[src/idb_regs.svh]
// constants for the isa dma bus signalling block
`ifndef IDB_REGS_SVH
`define IDB_REGS_SVH
`define IDB_NCH 8
`define IDB_CH_CASCADE 4
`define IDB_HI_ADDR_W 4
`define IDB_CNT_W 16
`define IDB_FLUSH_PULSE_NS 80
`define IDB_CLK_PERIOD_NS 40
`define IDB_FLUSH_CYC ((`IDB_FLUSH_PULSE_NS + `IDB_CLK_PERIOD_NS - 1) / `IDB_CLK_PERIOD_NS)
`endif

[src/idb_pkg.sv]
// types for the isa dma bus signalling block
package idb_pkg;
  typedef enum logic [3:0] {
    IDB_IDLE = 4'b0001,
    IDB_ACK = 4'b0010,
    IDB_XFER = 4'b0100,
    IDB_MSTR = 4'b1000
  } idb_state_t;
  typedef enum logic [1:0] {
    IDB_OWN_CPU = 2'b00,
    IDB_OWN_DMA = 2'b01,
    IDB_OWN_REF = 2'b10,
    IDB_OWN_ISA = 2'b11
  } idb_owner_t;
endpackage : idb_pkg

[src/idb_dma_sig.sv]
// Function
// - io strobes are driven during dma cycles and are inputs otherwise.
// - low-memory write strobe is always driven, low when a20..a23 and memory write are low.
// - low-memory read strobe is always driven, low when a20..a23 and memory read are low.
// - memory strobes are driven during dma cycles and sampled otherwise.
// - a configuration bit picks cache flush or extra local master grant for the shared pin.
// - with flush selected the cpu cache may be flushed each time hold is raised for speed.
// - with turbo selected a low turbo input means slow and high means fast.
// - the turbo input is ignored until speed control has been programmed.
// - with the alternate function the shared input is an extra local master request.
// - channels 0 to 3 are 8-bit and channels 5 to 7 are 16-bit.
// - terminal count is high during the last transfer cycle only.
// - address enable is high during dma and refresh cycles.
// - address enable is low when cpu, local master or isa master owns the bus.
// - an isa master pulls master low after its grant and address enable then goes low.
`timescale 1ns/1ps
`include "idb_regs.svh"
module idb_dma_sig
  import idb_pkg::*;
#(
  parameter int NCH = `IDB_NCH,
  parameter int CNT_W = `IDB_CNT_W
) (
  // clock and reset
  input wire logic mclk,
  input wire logic sys_rst,
  input wire logic clk_en,
  // configuration
  input wire logic alt_sel,
  input wire logic perf_cfg_done,
  input wire logic flush_en,
  input wire logic [CNT_W-1:0] xfer_count,
  // dma channel requests and acknowledges
  input wire logic [NCH-1:0] dreq,
  output logic [NCH-1:0] dack_n,
  output logic tc,
  output logic aen,
  output logic xfer_16bit,
  // isa master and refresh
  input wire logic master_n,
  input wire logic refresh_req,
  // performance hold
  input wire logic perf_hold,
  output logic slow_req,
  // shared pins
  input wire logic slow_lreq_n,
  output logic flush_lgnt_n,
  output logic xreq,
  input wire logic xgnt,
  // io strobes
  input wire logic ior_n_i,
  output logic ior_n_o,
  output logic ior_n_oe,
  input wire logic iow_n_i,
  output logic iow_n_o,
  output logic iow_n_oe,
  // memory strobes
  input wire logic memr_n_i,
  output logic memr_n_o,
  output logic memr_n_oe,
  input wire logic memw_n_i,
  output logic memw_n_o,
  output logic memw_n_oe,
  input wire logic [`IDB_HI_ADDR_W-1:0] hi_addr,
  output logic smemr_n,
  output logic smemw_n,
  // io register access seen while not in dma
  output logic io_rd_q,
  output logic io_wr_q,
  // transfer direction: 1 = memory to io
  input wire logic dir_rd
);
  idb_state_t st_q;
  logic [2:0] ch_q;
  logic [CNT_W-1:0] cnt_q;
  logic flush_w;
  logic dma_act;

  function automatic logic [2:0] pick_ch(input logic [NCH-1:0] r);
    logic [2:0] c;
    c = 3'd0;
    for (int i = NCH - 1; i >= 0; i--) begin
      if (r[i] && i != `IDB_CH_CASCADE) begin
        c = 3'(i);
      end
    end
    return c;
  endfunction : pick_ch

  function automatic logic is_wide(input logic [2:0] c);
    return c > 3'(`IDB_CH_CASCADE);
  endfunction : is_wide

  logic [NCH-1:0] req_ok;
  assign req_ok = dreq & ~(NCH'(1) << `IDB_CH_CASCADE);
  assign dma_act = (st_q == IDB_XFER);

  // channel sequencer; an isa master may come through any channel but the cascade channel 4
  always_ff @(posedge mclk) begin
    if (sys_rst) begin
      st_q <= IDB_IDLE;
      ch_q <= 3'd0;
      cnt_q <= '0;
    end else if (clk_en) begin
      case (st_q)
        IDB_IDLE: begin
          if (!refresh_req && |req_ok) begin
            ch_q <= pick_ch(req_ok);
            cnt_q <= xfer_count;
            st_q <= IDB_ACK;
          end
        end
        IDB_ACK: begin
          st_q <= !master_n ? IDB_MSTR : IDB_XFER;
        end
        IDB_XFER: begin
          if (!master_n) begin
            st_q <= IDB_MSTR;
          end else if (cnt_q == '0 || !dreq[ch_q]) begin
            st_q <= IDB_IDLE;
          end else begin
            cnt_q <= cnt_q - CNT_W'(1);
          end
        end
        IDB_MSTR: begin
          if (!dreq[ch_q]) begin
            st_q <= IDB_IDLE;
          end
        end
        default: begin
          st_q <= IDB_IDLE;
        end
      endcase
    end
  end

  // ack follows the sequencer state, held through the transfer
  always_ff @(posedge mclk) begin
    if (sys_rst) begin
      dack_n <= '1;
      xfer_16bit <= 1'b0;
    end else if (clk_en) begin
      dack_n <= '1;
      if (st_q == IDB_ACK || (st_q == IDB_XFER && !(cnt_q == '0 || !dreq[ch_q])) ||
          (st_q == IDB_MSTR && dreq[ch_q])) begin
        dack_n[ch_q] <= 1'b0;
      end
      xfer_16bit <= is_wide(ch_q);
    end
  end

  always_ff @(posedge mclk) begin
    if (sys_rst) begin
      tc <= 1'b0;
    end else if (clk_en) begin
      tc <= (st_q == IDB_XFER) && master_n && dreq[ch_q] && cnt_q == CNT_W'(1);
    end
  end

  always_ff @(posedge mclk) begin
    if (sys_rst) begin
      aen <= 1'b0;
    end else if (clk_en) begin
      // master low overrides even a pending dma or refresh
      aen <= master_n && (refresh_req || st_q == IDB_ACK || dma_act);
    end
  end

  // strobe direction follows dma ownership
  always_ff @(posedge mclk) begin
    if (sys_rst) begin
      ior_n_oe <= 1'b0;
      iow_n_oe <= 1'b0;
      memr_n_oe <= 1'b0;
      memw_n_oe <= 1'b0;
      ior_n_o <= 1'b1;
      iow_n_o <= 1'b1;
      memr_n_o <= 1'b1;
      memw_n_o <= 1'b1;
    end else if (clk_en) begin
      ior_n_oe <= dma_act;
      iow_n_oe <= dma_act;
      memr_n_oe <= dma_act;
      memw_n_oe <= dma_act;
      ior_n_o <= !(dma_act && !dir_rd);
      iow_n_o <= !(dma_act && dir_rd);
      memr_n_o <= !(dma_act && dir_rd);
      memw_n_o <= !(dma_act && !dir_rd);
    end
  end

  // internal register access only when the strobes are inputs
  always_ff @(posedge mclk) begin
    if (sys_rst) begin
      io_rd_q <= 1'b0;
      io_wr_q <= 1'b0;
    end else if (clk_en) begin
      io_rd_q <= !ior_n_oe && !ior_n_i;
      io_wr_q <= !iow_n_oe && !iow_n_i;
    end
  end

  // shared pins
  always_ff @(posedge mclk) begin
    if (sys_rst) begin
      xreq <= 1'b0;
      flush_lgnt_n <= 1'b1;
    end else if (clk_en) begin
      xreq <= alt_sel && !slow_lreq_n;
      flush_lgnt_n <= alt_sel ? !xgnt : flush_w;
    end
  end

  logic [3:0] mem_hi;
  logic mem_r;
  logic mem_w;
  // during dma the driven strobes feed the decode, otherwise the sampled ones
  assign mem_hi = hi_addr;
  assign mem_r = memr_n_oe ? memr_n_o : memr_n_i;
  assign mem_w = memw_n_oe ? memw_n_o : memw_n_i;

  idb_strobe u_strobe (
    .mclk(mclk),
    .sys_rst(sys_rst),
    .clk_en(clk_en),
    .hi_addr(mem_hi),
    .memw_n(mem_w),
    .memr_n(mem_r),
    .smemw_n(smemw_n),
    .smemr_n(smemr_n)
  );

  idb_speed u_speed (
    .mclk(mclk),
    .sys_rst(sys_rst),
    .clk_en(clk_en),
    .alt_sel(alt_sel),
    .perf_cfg_done(perf_cfg_done),
    .flush_en(flush_en),
    .slow_in(slow_lreq_n),
    .perf_hold(perf_hold),
    .slow_req(slow_req),
    .flush_n(flush_w)
  );

  a_aen_master: assert property (@(posedge mclk) disable iff (sys_rst)
    (clk_en && !master_n) |=> !aen)
    else $error("aen high while master low");
  a_aen_refresh: assert property (@(posedge mclk) disable iff (sys_rst)
    (clk_en && master_n && refresh_req) |=> aen)
    else $error("aen low in refresh");
  a_aen_idle: assert property (@(posedge mclk) disable iff (sys_rst)
    (clk_en && st_q == IDB_IDLE && !refresh_req) |=> !aen)
    else $error("aen high while cpu owns bus");
  a_ack_granted: assert property (@(posedge mclk) disable iff (sys_rst)
    (clk_en && st_q == IDB_IDLE) |=> dack_n == '1)
    else $error("ack without grant");
  a_strobe_dir: assert property (@(posedge mclk) disable iff (sys_rst)
    (clk_en && st_q != IDB_XFER) |=> !ior_n_oe && !iow_n_oe)
    else $error("io strobes driven outside dma");
  a_mem_dir: assert property (@(posedge mclk) disable iff (sys_rst)
    (clk_en && dma_act) |=> memr_n_oe && memw_n_oe)
    else $error("memory strobes not driven in dma");
  a_tc_last: assert property (@(posedge mclk) disable iff (sys_rst)
    tc |-> $past(cnt_q) == CNT_W'(1))
    else $error("tc outside last cycle");
  a_wide_ch: assert property (@(posedge mclk) disable iff (sys_rst)
    (clk_en && ch_q >= 3'd5) |=> xfer_16bit)
    else $error("16-bit channel not wide");
  a_pin_sel: assert property (@(posedge mclk) disable iff (sys_rst)
    (clk_en && alt_sel) |=> flush_lgnt_n == !$past(xgnt))
    else $error("grant not routed");

  // ownership, width and routing checks not carried by the sequencer alone
  a_aen_dma: assert property (@(posedge mclk) disable iff (sys_rst)
    (clk_en && master_n && dma_act) |=> aen)
    else $error("aen low in dma transfer");
  a_one_ack: assert property (@(posedge mclk) disable iff (sys_rst)
    $onehot0(~dack_n))
    else $error("more than one acknowledge");
  a_tc_acked: assert property (@(posedge mclk) disable iff (sys_rst)
    tc |-> dack_n != '1)
    else $error("tc without acknowledge");
  a_narrow_ch: assert property (@(posedge mclk) disable iff (sys_rst)
    (clk_en && ch_q < 3'(`IDB_CH_CASCADE)) |=> !xfer_16bit)
    else $error("8-bit channel marked wide");
  a_io_gate: assert property (@(posedge mclk) disable iff (sys_rst)
    (clk_en && ior_n_oe && iow_n_oe) |=> !io_rd_q && !io_wr_q)
    else $error("register access seen while driving");
  a_xreq_sel: assert property (@(posedge mclk) disable iff (sys_rst)
    (clk_en && !alt_sel) |=> !xreq)
    else $error("extra request with turbo selected");
  a_flush_route: assert property (@(posedge mclk) disable iff (sys_rst)
    (clk_en && !alt_sel) |=> flush_lgnt_n == $past(flush_w))
    else $error("flush not routed");
  c_dma: cover property (@(posedge mclk) st_q == IDB_ACK ##1 st_q == IDB_XFER);
  c_tc: cover property (@(posedge mclk) tc);
  c_master: cover property (@(posedge mclk) st_q == IDB_MSTR);
  c_flush: cover property (@(posedge mclk) !flush_lgnt_n && !alt_sel);
  c_refresh: cover property (@(posedge mclk) refresh_req && aen);
endmodule : idb_dma_sig

[src/idb_speed.sv]
// turbo and flush handling on the shared pins
`timescale 1ns/1ps
`include "idb_regs.svh"
module idb_speed
  import idb_pkg::*;
(
  // clock
  input wire logic mclk,
  input wire logic sys_rst,
  input wire logic clk_en,
  // configuration
  input wire logic alt_sel,
  input wire logic perf_cfg_done,
  input wire logic flush_en,
  // turbo and hold
  input wire logic slow_in,
  input wire logic perf_hold,
  // results
  output logic slow_req,
  output logic flush_n
);
  logic hold_q;
  logic [3:0] fcnt_q;
  always_ff @(posedge mclk) begin
    if (sys_rst) begin
      slow_req <= 1'b0;
    end else if (clk_en) begin
      // ignored until performance control is programmed
      slow_req <= !alt_sel && perf_cfg_done && !slow_in;
    end
  end
  always_ff @(posedge mclk) begin
    if (sys_rst) begin
      hold_q <= 1'b0;
    end else if (clk_en) begin
      hold_q <= perf_hold;
    end
  end
  always_ff @(posedge mclk) begin
    if (sys_rst) begin
      fcnt_q <= 4'h0;
      flush_n <= 1'b1;
    end else if (clk_en) begin
      if (!alt_sel && flush_en && perf_hold && !hold_q) begin
        fcnt_q <= 4'(`IDB_FLUSH_CYC);
        flush_n <= 1'b0;
      end else if (fcnt_q > 4'h1) begin
        fcnt_q <= fcnt_q - 4'h1;
      end else begin
        fcnt_q <= 4'h0;
        flush_n <= 1'b1;
      end
    end
  end
  a_slow_gate: assert property (@(posedge mclk) disable iff (sys_rst)
    (clk_en && !perf_cfg_done) |=> !slow_req)
    else $error("turbo input not ignored");
  a_flush_start: assert property (@(posedge mclk) disable iff (sys_rst)
    (clk_en && !alt_sel && flush_en && perf_hold && !hold_q) |=> !flush_n)
    else $error("flush not issued on hold");
endmodule : idb_speed

[src/idb_strobe.sv]
// low-megabyte memory strobe generation
`timescale 1ns/1ps
module idb_strobe
  import idb_pkg::*;
(
  // clock
  input wire logic mclk,
  input wire logic sys_rst,
  input wire logic clk_en,
  // sources
  input wire logic [3:0] hi_addr,
  input wire logic memw_n,
  input wire logic memr_n,
  // strobes
  output logic smemw_n,
  output logic smemr_n
);
  always_ff @(posedge mclk) begin
    if (sys_rst) begin
      smemw_n <= 1'b1;
    end else if (clk_en) begin
      smemw_n <= ~((hi_addr == 4'h0) && !memw_n);
    end
  end
  always_ff @(posedge mclk) begin
    if (sys_rst) begin
      smemr_n <= 1'b1;
    end else if (clk_en) begin
      smemr_n <= ~((hi_addr == 4'h0) && !memr_n);
    end
  end
  a_smemw_low: assert property (@(posedge mclk) disable iff (sys_rst)
    clk_en |=> smemw_n == !($past(hi_addr) == 4'h0 && !$past(memw_n)))
    else $error("low memory write strobe wrong");
  a_smemr_low: assert property (@(posedge mclk) disable iff (sys_rst)
    clk_en |=> smemr_n == !($past(hi_addr) == 4'h0 && !$past(memr_n)))
    else $error("low memory read strobe wrong");
endmodule : idb_strobe

[config.mk]
export PLATFORM = sky130hd
export DESIGN_NAME = idb_dma_sig
export DESIGN_NICKNAME = d
export VERILOG_FILES = /design/src/idb_pkg.sv /design/src/idb_dma_sig.sv /design/src/idb_speed.sv /design/src/idb_strobe.sv
export VERILOG_INCLUDE_DIRS = /design/src /design/src/src
export SDC_FILE = /design/constraint.sdc
export NUM_CORES = 1
export LEC_CHECK = 0
export BUFFER_PORTS_ARGS = -buffer_cell sky130_fd_sc_hd__buf_2
export CAP_MARGIN = 10
export CORE_MARGIN = 2
export CORE_UTILIZATION = 55
export DETAILED_ROUTE_END_ITERATION = 10
export PLACE_DENSITY = 0.81
export SLEW_MARGIN = 20
export SYNTH_ARGS = -nofsm -noshare
export SYNTH_HDL_FRONTEND = slang
export SYNTH_SLANG_ARGS = --single-unit
[constraint.sdc]
create_clock -name mclk -period 5 [get_ports mclk]
set_clock_uncertainty 0.2 [all_clocks]
set_input_delay 0.5 -clock mclk [delete_from_list [all_inputs] [get_ports mclk]]
set_output_delay 0.5 -clock mclk [all_outputs]
set_load 0.1 [all_outputs]
[Word-level counts from Yosys, hierarchy flattened]
Cells that the tools add are included.
Storage, ports and cells
  bits in registers: 50
  bits of input ports: 44
Cells by class
  bitwise gates (word level): 3
  eq/ne operators: 11
  reductions and logical operators: 48
  $lt $le $gt $ge: 4
  add/sub/neg operators: 2
  muxes and demuxes: 29
Operator list (number)
  $mux 16: 3
  $pmux 16 s2: 1
  $mux 4: 7
  $mux 3: 7
  $logic_and 1x1->1: 20
  $eq 16x1->1 const B: 1
  $logic_not 16->1: 1
  $pmux 4 s4: 1
  $sub 16x1->16 const B: 1
  $logic_not 1->1: 15
  $mux 8: 1
  $ne 2x2->1 const B: 4
  $not 8->8: 1
  $mux 1: 7
  $reduce_or 7->1: 1
  $logic_or 1x1->1: 5
  $reduce_and 5->1: 1
  $eq 4x1->1 const B: 1
  $eq 4x2->1 const B: 1
  $eq 4x3->1 const B: 1
  $eq 4x4->1 const B: 1
  $gt 4x1->1 const B: 1
  $logic_not 4->1: 1
  $lt 3x4->1 const B: 1
  12 further kinds: 13

[Longest topological paths before layout]
  depth after elaboration: 9
  gate-level depth with buffers: 9
  gate-level depth less buffers: 7

[By module]
Synthesis repeated with hierarchy kept, for this count alone.
Second synthesis, totals
  cells, all modules: 336
  area total of the unflattened synthesis: 2816.5 µm²
By module, submodules not included
  idb_dma_sig: instances 1, seq. area each 820.8 µm², cells an instance 287, area an instance 2352.3 µm²
  idb_speed: instances 1, seq. area each 140.1 µm², cells an instance 40, area an instance 370.4 µm²
  idb_strobe: instances 1, seq. area each 40.0 µm², cells an instance 9, area an instance 93.8 µm²

[Worst setup path after synthesis]
No wires, ideal clock.
  kind: input-to-reg
  start point: input port dreq[7]
  end point: register cnt_q[5]
  library setup time: 140 ps
  stages: 6
  slack: 2651 ps
  path buffers: 1
  arrival time: 2010 ps
  path through: nand2_1 mux4_2 a221o_1 buf_2 a2111oi_0 a2111oi_1
Between the ends
  word-level cells in the longest chain between the ends: 6
  elaborated cells on any way between the ends: 9
  classes of those cells: 2 x eq/ne; 2 x mux; 5 x reduce/logical
RTL lines
  from (decl): line idb_dma_sig.sv:34  | input wire logic [NCH-1:0] dreq,
  $bmux 1 s3: line idb_dma_sig.sv:119  | end else if (cnt_q == '0 || !dreq[ch_q]) begin
  $mux 1 (not written as such): line idb_dma_sig.sv:119
  $logic_not 1->1: line idb_dma_sig.sv:119
  $logic_or 1x1->1: line idb_dma_sig.sv:119
  $ne 2x2->1 (no line)
  $reduce_and 5->1 (no line) *
  to (signal assigned): line idb_dma_sig.sv:109  | cnt_q <= xfer_count;
  to (signal assigned): line idb_dma_sig.sv:122  | cnt_q <= cnt_q - CNT_W'(1);
  to (decl): line idb_dma_sig.sv:75  | logic [CNT_W-1:0] cnt_q;
Mark *: on every way between the ends. The rest lies on a longest branch, timed or not. The select of a mux whose other input is x is not followed.
A chain may end at the register's enable or synchronous reset.

[Worst setup path after layout]
  start point: register cnt_q[0]
  end point: register cnt_q[5]
Between the ends
  word-level cells in the longest chain between the ends: 4
  elaborated cells on any way between the ends: 8
  classes of those cells: 1 x add/sub; 1 x eq/ne; 3 x mux; 3 x reduce/logical
RTL lines (line)
  $sub 16x1->16 or $logic_not 16->1 (tied branches): idb_dma_sig.sv:122, idb_dma_sig.sv:119
  $mux 16 or $logic_or 1x1->1 (tied branches): idb_dma_sig.sv:119
  $mux 16 or $ne 2x2->1 (tied branches)
  $pmux 16 s2 or $reduce_and 5->1 (tied branches)
Several ways; a longest one is shown, not always the timed one. The select of a mux whose other input is x is not followed.

==> flow_summary.toml <==
[run_status]
status = "completed"

[sta]
drv_slew = 0
worstMarginPinSlew_ns = 0.9169
period_share_pct = 59.71
rsz0062_at_grt = "no"
max_freq_ghz = 0.3350
finalSetupViolCount = 0
fin_setup_tns_ns = 0
hold_viol_final = 0
relSlewSlack_pct = 38.64
fin_crit_ns = 2.986

[grt]
grt_pass1_wl_mm = 13.49
grt_max_degree = 41
grt_pass1_vias = 2920
grt_overflow = 0
top_usage_layer = "met2"
use_met1_pct = 36.90
met3_usage_pct = 5.349
antenna_found_initial = 0
groute.usage.overall_pct = 27.24
grt_use_met2_pct = 43.62

[yosys]
synth-simple-area-share_pct = 28.82
yosys_warnings = 0
synthAdderAreaFrac_pct = 1.678
synth_nets = 435
ys_ff_latch = 50
synth-async-reset-ratio_pct = 0
synth_edf_count = 0
synthXorXnorAreaFrac_pct = 0.8809
synth_ff_type = "dfxtp_1"
syn_inst = 387
avgSynthCellArea_um2 = 7.708
syn-cell-area_um2 = 2983
synth_compound_area_share_pct = 24.75
ys_types = 66
synthMuxAreaShare_pct = 3.523
ys_seq_area_share_pct = 33.56
synth_top_family_by_area = "simple AND/OR/NAND/NOR gates"

[die]
die_y_um = 77.65
fp.dieW_um = 77.65
dieArea_um2 = 6029
num_io_pins = 70
core_area_um2 = 5172
initial_core_util_pct = 57.67
placementRows = 26

[cts]
cts_setup_buffers = 0
post_cts_resized = 0
cts.sinks = 50
cts-root-buf = "clkbuf_8"
numCtsBuffers = 5
clk_latency_ns = 0.31
clockBufferDepth = 2
hold_buffers = 0
path_clk_slew_ns = 0.09
cts_max_level = 2
cts_tree = "built"

[finish]
design_area_um2 = 3377
drive_above_1_share_pct = 21.66
fin_nets = 482
antenna_cells = 0
layoutNonFillerInstCount = 504
area_growth_pct = 13.21

[critical_path]
critPathArrivalTime_ns = 2.99
cp_max_fo = 18
crit_type = "reg2reg"
crit_required_ns = 5.00
cp-start-kind = "register"
crit_path_end_kind = "register"

[route]
vias_per_cell = 6.228
vias = 3139
routedWlPerCell_um = 16.09
wl_mm = 8.110
ant_nets = 0
drt_first_iter_violations = 393
drc_errors = 0
firstDrtPassIters = 5

[placement]
portBuffers = 69
gp_congestion = 0.8594
dp.cells = 497
dpl.hpwl_mm = 5.633
dpl_cell_area_um2 = 3294

[job]
drv_cap = 0

[hold_path]
hold_path.class = "in2reg"

[power]
power_leakage_nw = 1.293
max-vdd-ir-drop_mv = 0.1664
power.density_nw_per_um2 = 293.3
==> area by class of cell <==
type / instances / area, um2
timing repair buffer: 73 / 375.4
multi-input combinational: 292 / 1785
inverter: 12 / 45.04
clock inverter: 2 / 13.76
clock buffer: 5 / 68.82
fill: 467 / 1795
tap: 70 / 87.58
sequential: 50 / 1001
==> worst paths after layout <==
| check | start | to | slack, ns | depth (start not counted) |
|---|---|---|---|---|
| worst min-delay path | perf_hold | u_speed.hold_q | 0.25 | 3 |
| worst max register to register | cnt_q[0] | cnt_q[5] | 2.01 | 7 |
| worst max-delay path | cnt_q[0] | cnt_q[5] | 2.01 | 7 |
| worst min register to register | aen | aen | 0.28 | 2 |
==> worst max-delay path: stages, from the launching register on <==
cell and delay (ns):
dfxtp_1 0.35, inv_1 0.14, ha_1 0.25, or3b_2 0.51, nor2_2 0.18, a221o_1 0.62
a2111oi_0 0.23, a2111oi_1 0.39
==> where the power goes <==
group          internal, W  switching [W]
sequential        0.000424      0.0000346
clock            0.0000970       0.000139
combinational     0.000106       0.000189
total             0.000628       0.000363
==> cell usage after synthesis (4+ instances only) <==
cell | count | area, um2
dfxtp_1 | 50 | 1001
nor2_1 | 49 | 183.9
nand2_1 | 44 | 165.2
a21oi_1 | 29 | 145.1
clkbuf_1 | 18 | 67.56
o21ai_0 | 14 | 70.07
nor3_1 | 13 | 65.06
inv_1 | 12 | 45.04
nor4_1 | 12 | 75.07
nand3_1 | 9 | 45.04
o32ai_1 | 9 | 78.83
or3_1 | 8 | 50.05
nand2b_1 | 7 | 43.79
nor4b_1 | 7 | 61.31
a211oi_1 | 6 | 45.04
buf_2 | 6 | 30.03
mux2i_1 | 6 | 60.06
a31oi_1 | 5 | 31.28
buf_4 | 5 | 37.54
ha_1 | 4 | 50.05
o22ai_1 | 4 | 25.02
==> flip-flops by register name, summed over array words and instances (netlist names), 3 cells and up <==
name	count
dack_n	8
u_speed.fcnt_q	4
ch_q	3
cnt_q	16
st_q	4
==> metrics by stage <==
step	hold WS, ns	setup slack [ns]	total power (W)	utilization [%]
after floorplan	0.2607	2.651	0.0006751	-
after global placement	0.2644	2.039	0.0007471	63.69
after detailed placement	0.2580	1.935	0.0007549	63.69
after CTS	0.2438	2.063	0.0009879	65.29
after global routing	0.2710	1.864	0.001040	65.29
final	0.2463	2.014	0.0009904	65.29
==> kinds of logic after synthesis <==
kind of cell | after synthesis
DFF | 50
xor gates and xnor gates | 3
adders and majority gates | 4
muxes | 9
buffers and inverters | 45
AOI/OAI and AO/OA | 105
and+or+nand+nor | 171
==> cell usage in the layout, fill, tap and decap left out, types with 7 or more instances in the layout <==
cell | netlist | layout
nand2_1 | 44 | 44
nor4_1 | 12 | 12
nand3_1 | 9 | 9
a21oi_1 | 29 | 29
dfxtp_1 | 50 | 50
nand2b_1 | 7 | 7
o21ai_0 | 14 | 14
buf_2 | 6 | 69
o32ai_1 | 9 | 9
nor2_1 | 49 | 49
inv_1 | 12 | 12
or3_1 | 8 | 8
nor3_1 | 13 | 13
==> routing by layer <==
layer	share of wire, %	routed length [um]
met1	44	3562
met2	47	3826
met3	7.6	613
met4	1.3	107
met5	0	0
Power figures use the tool's default switching activity.
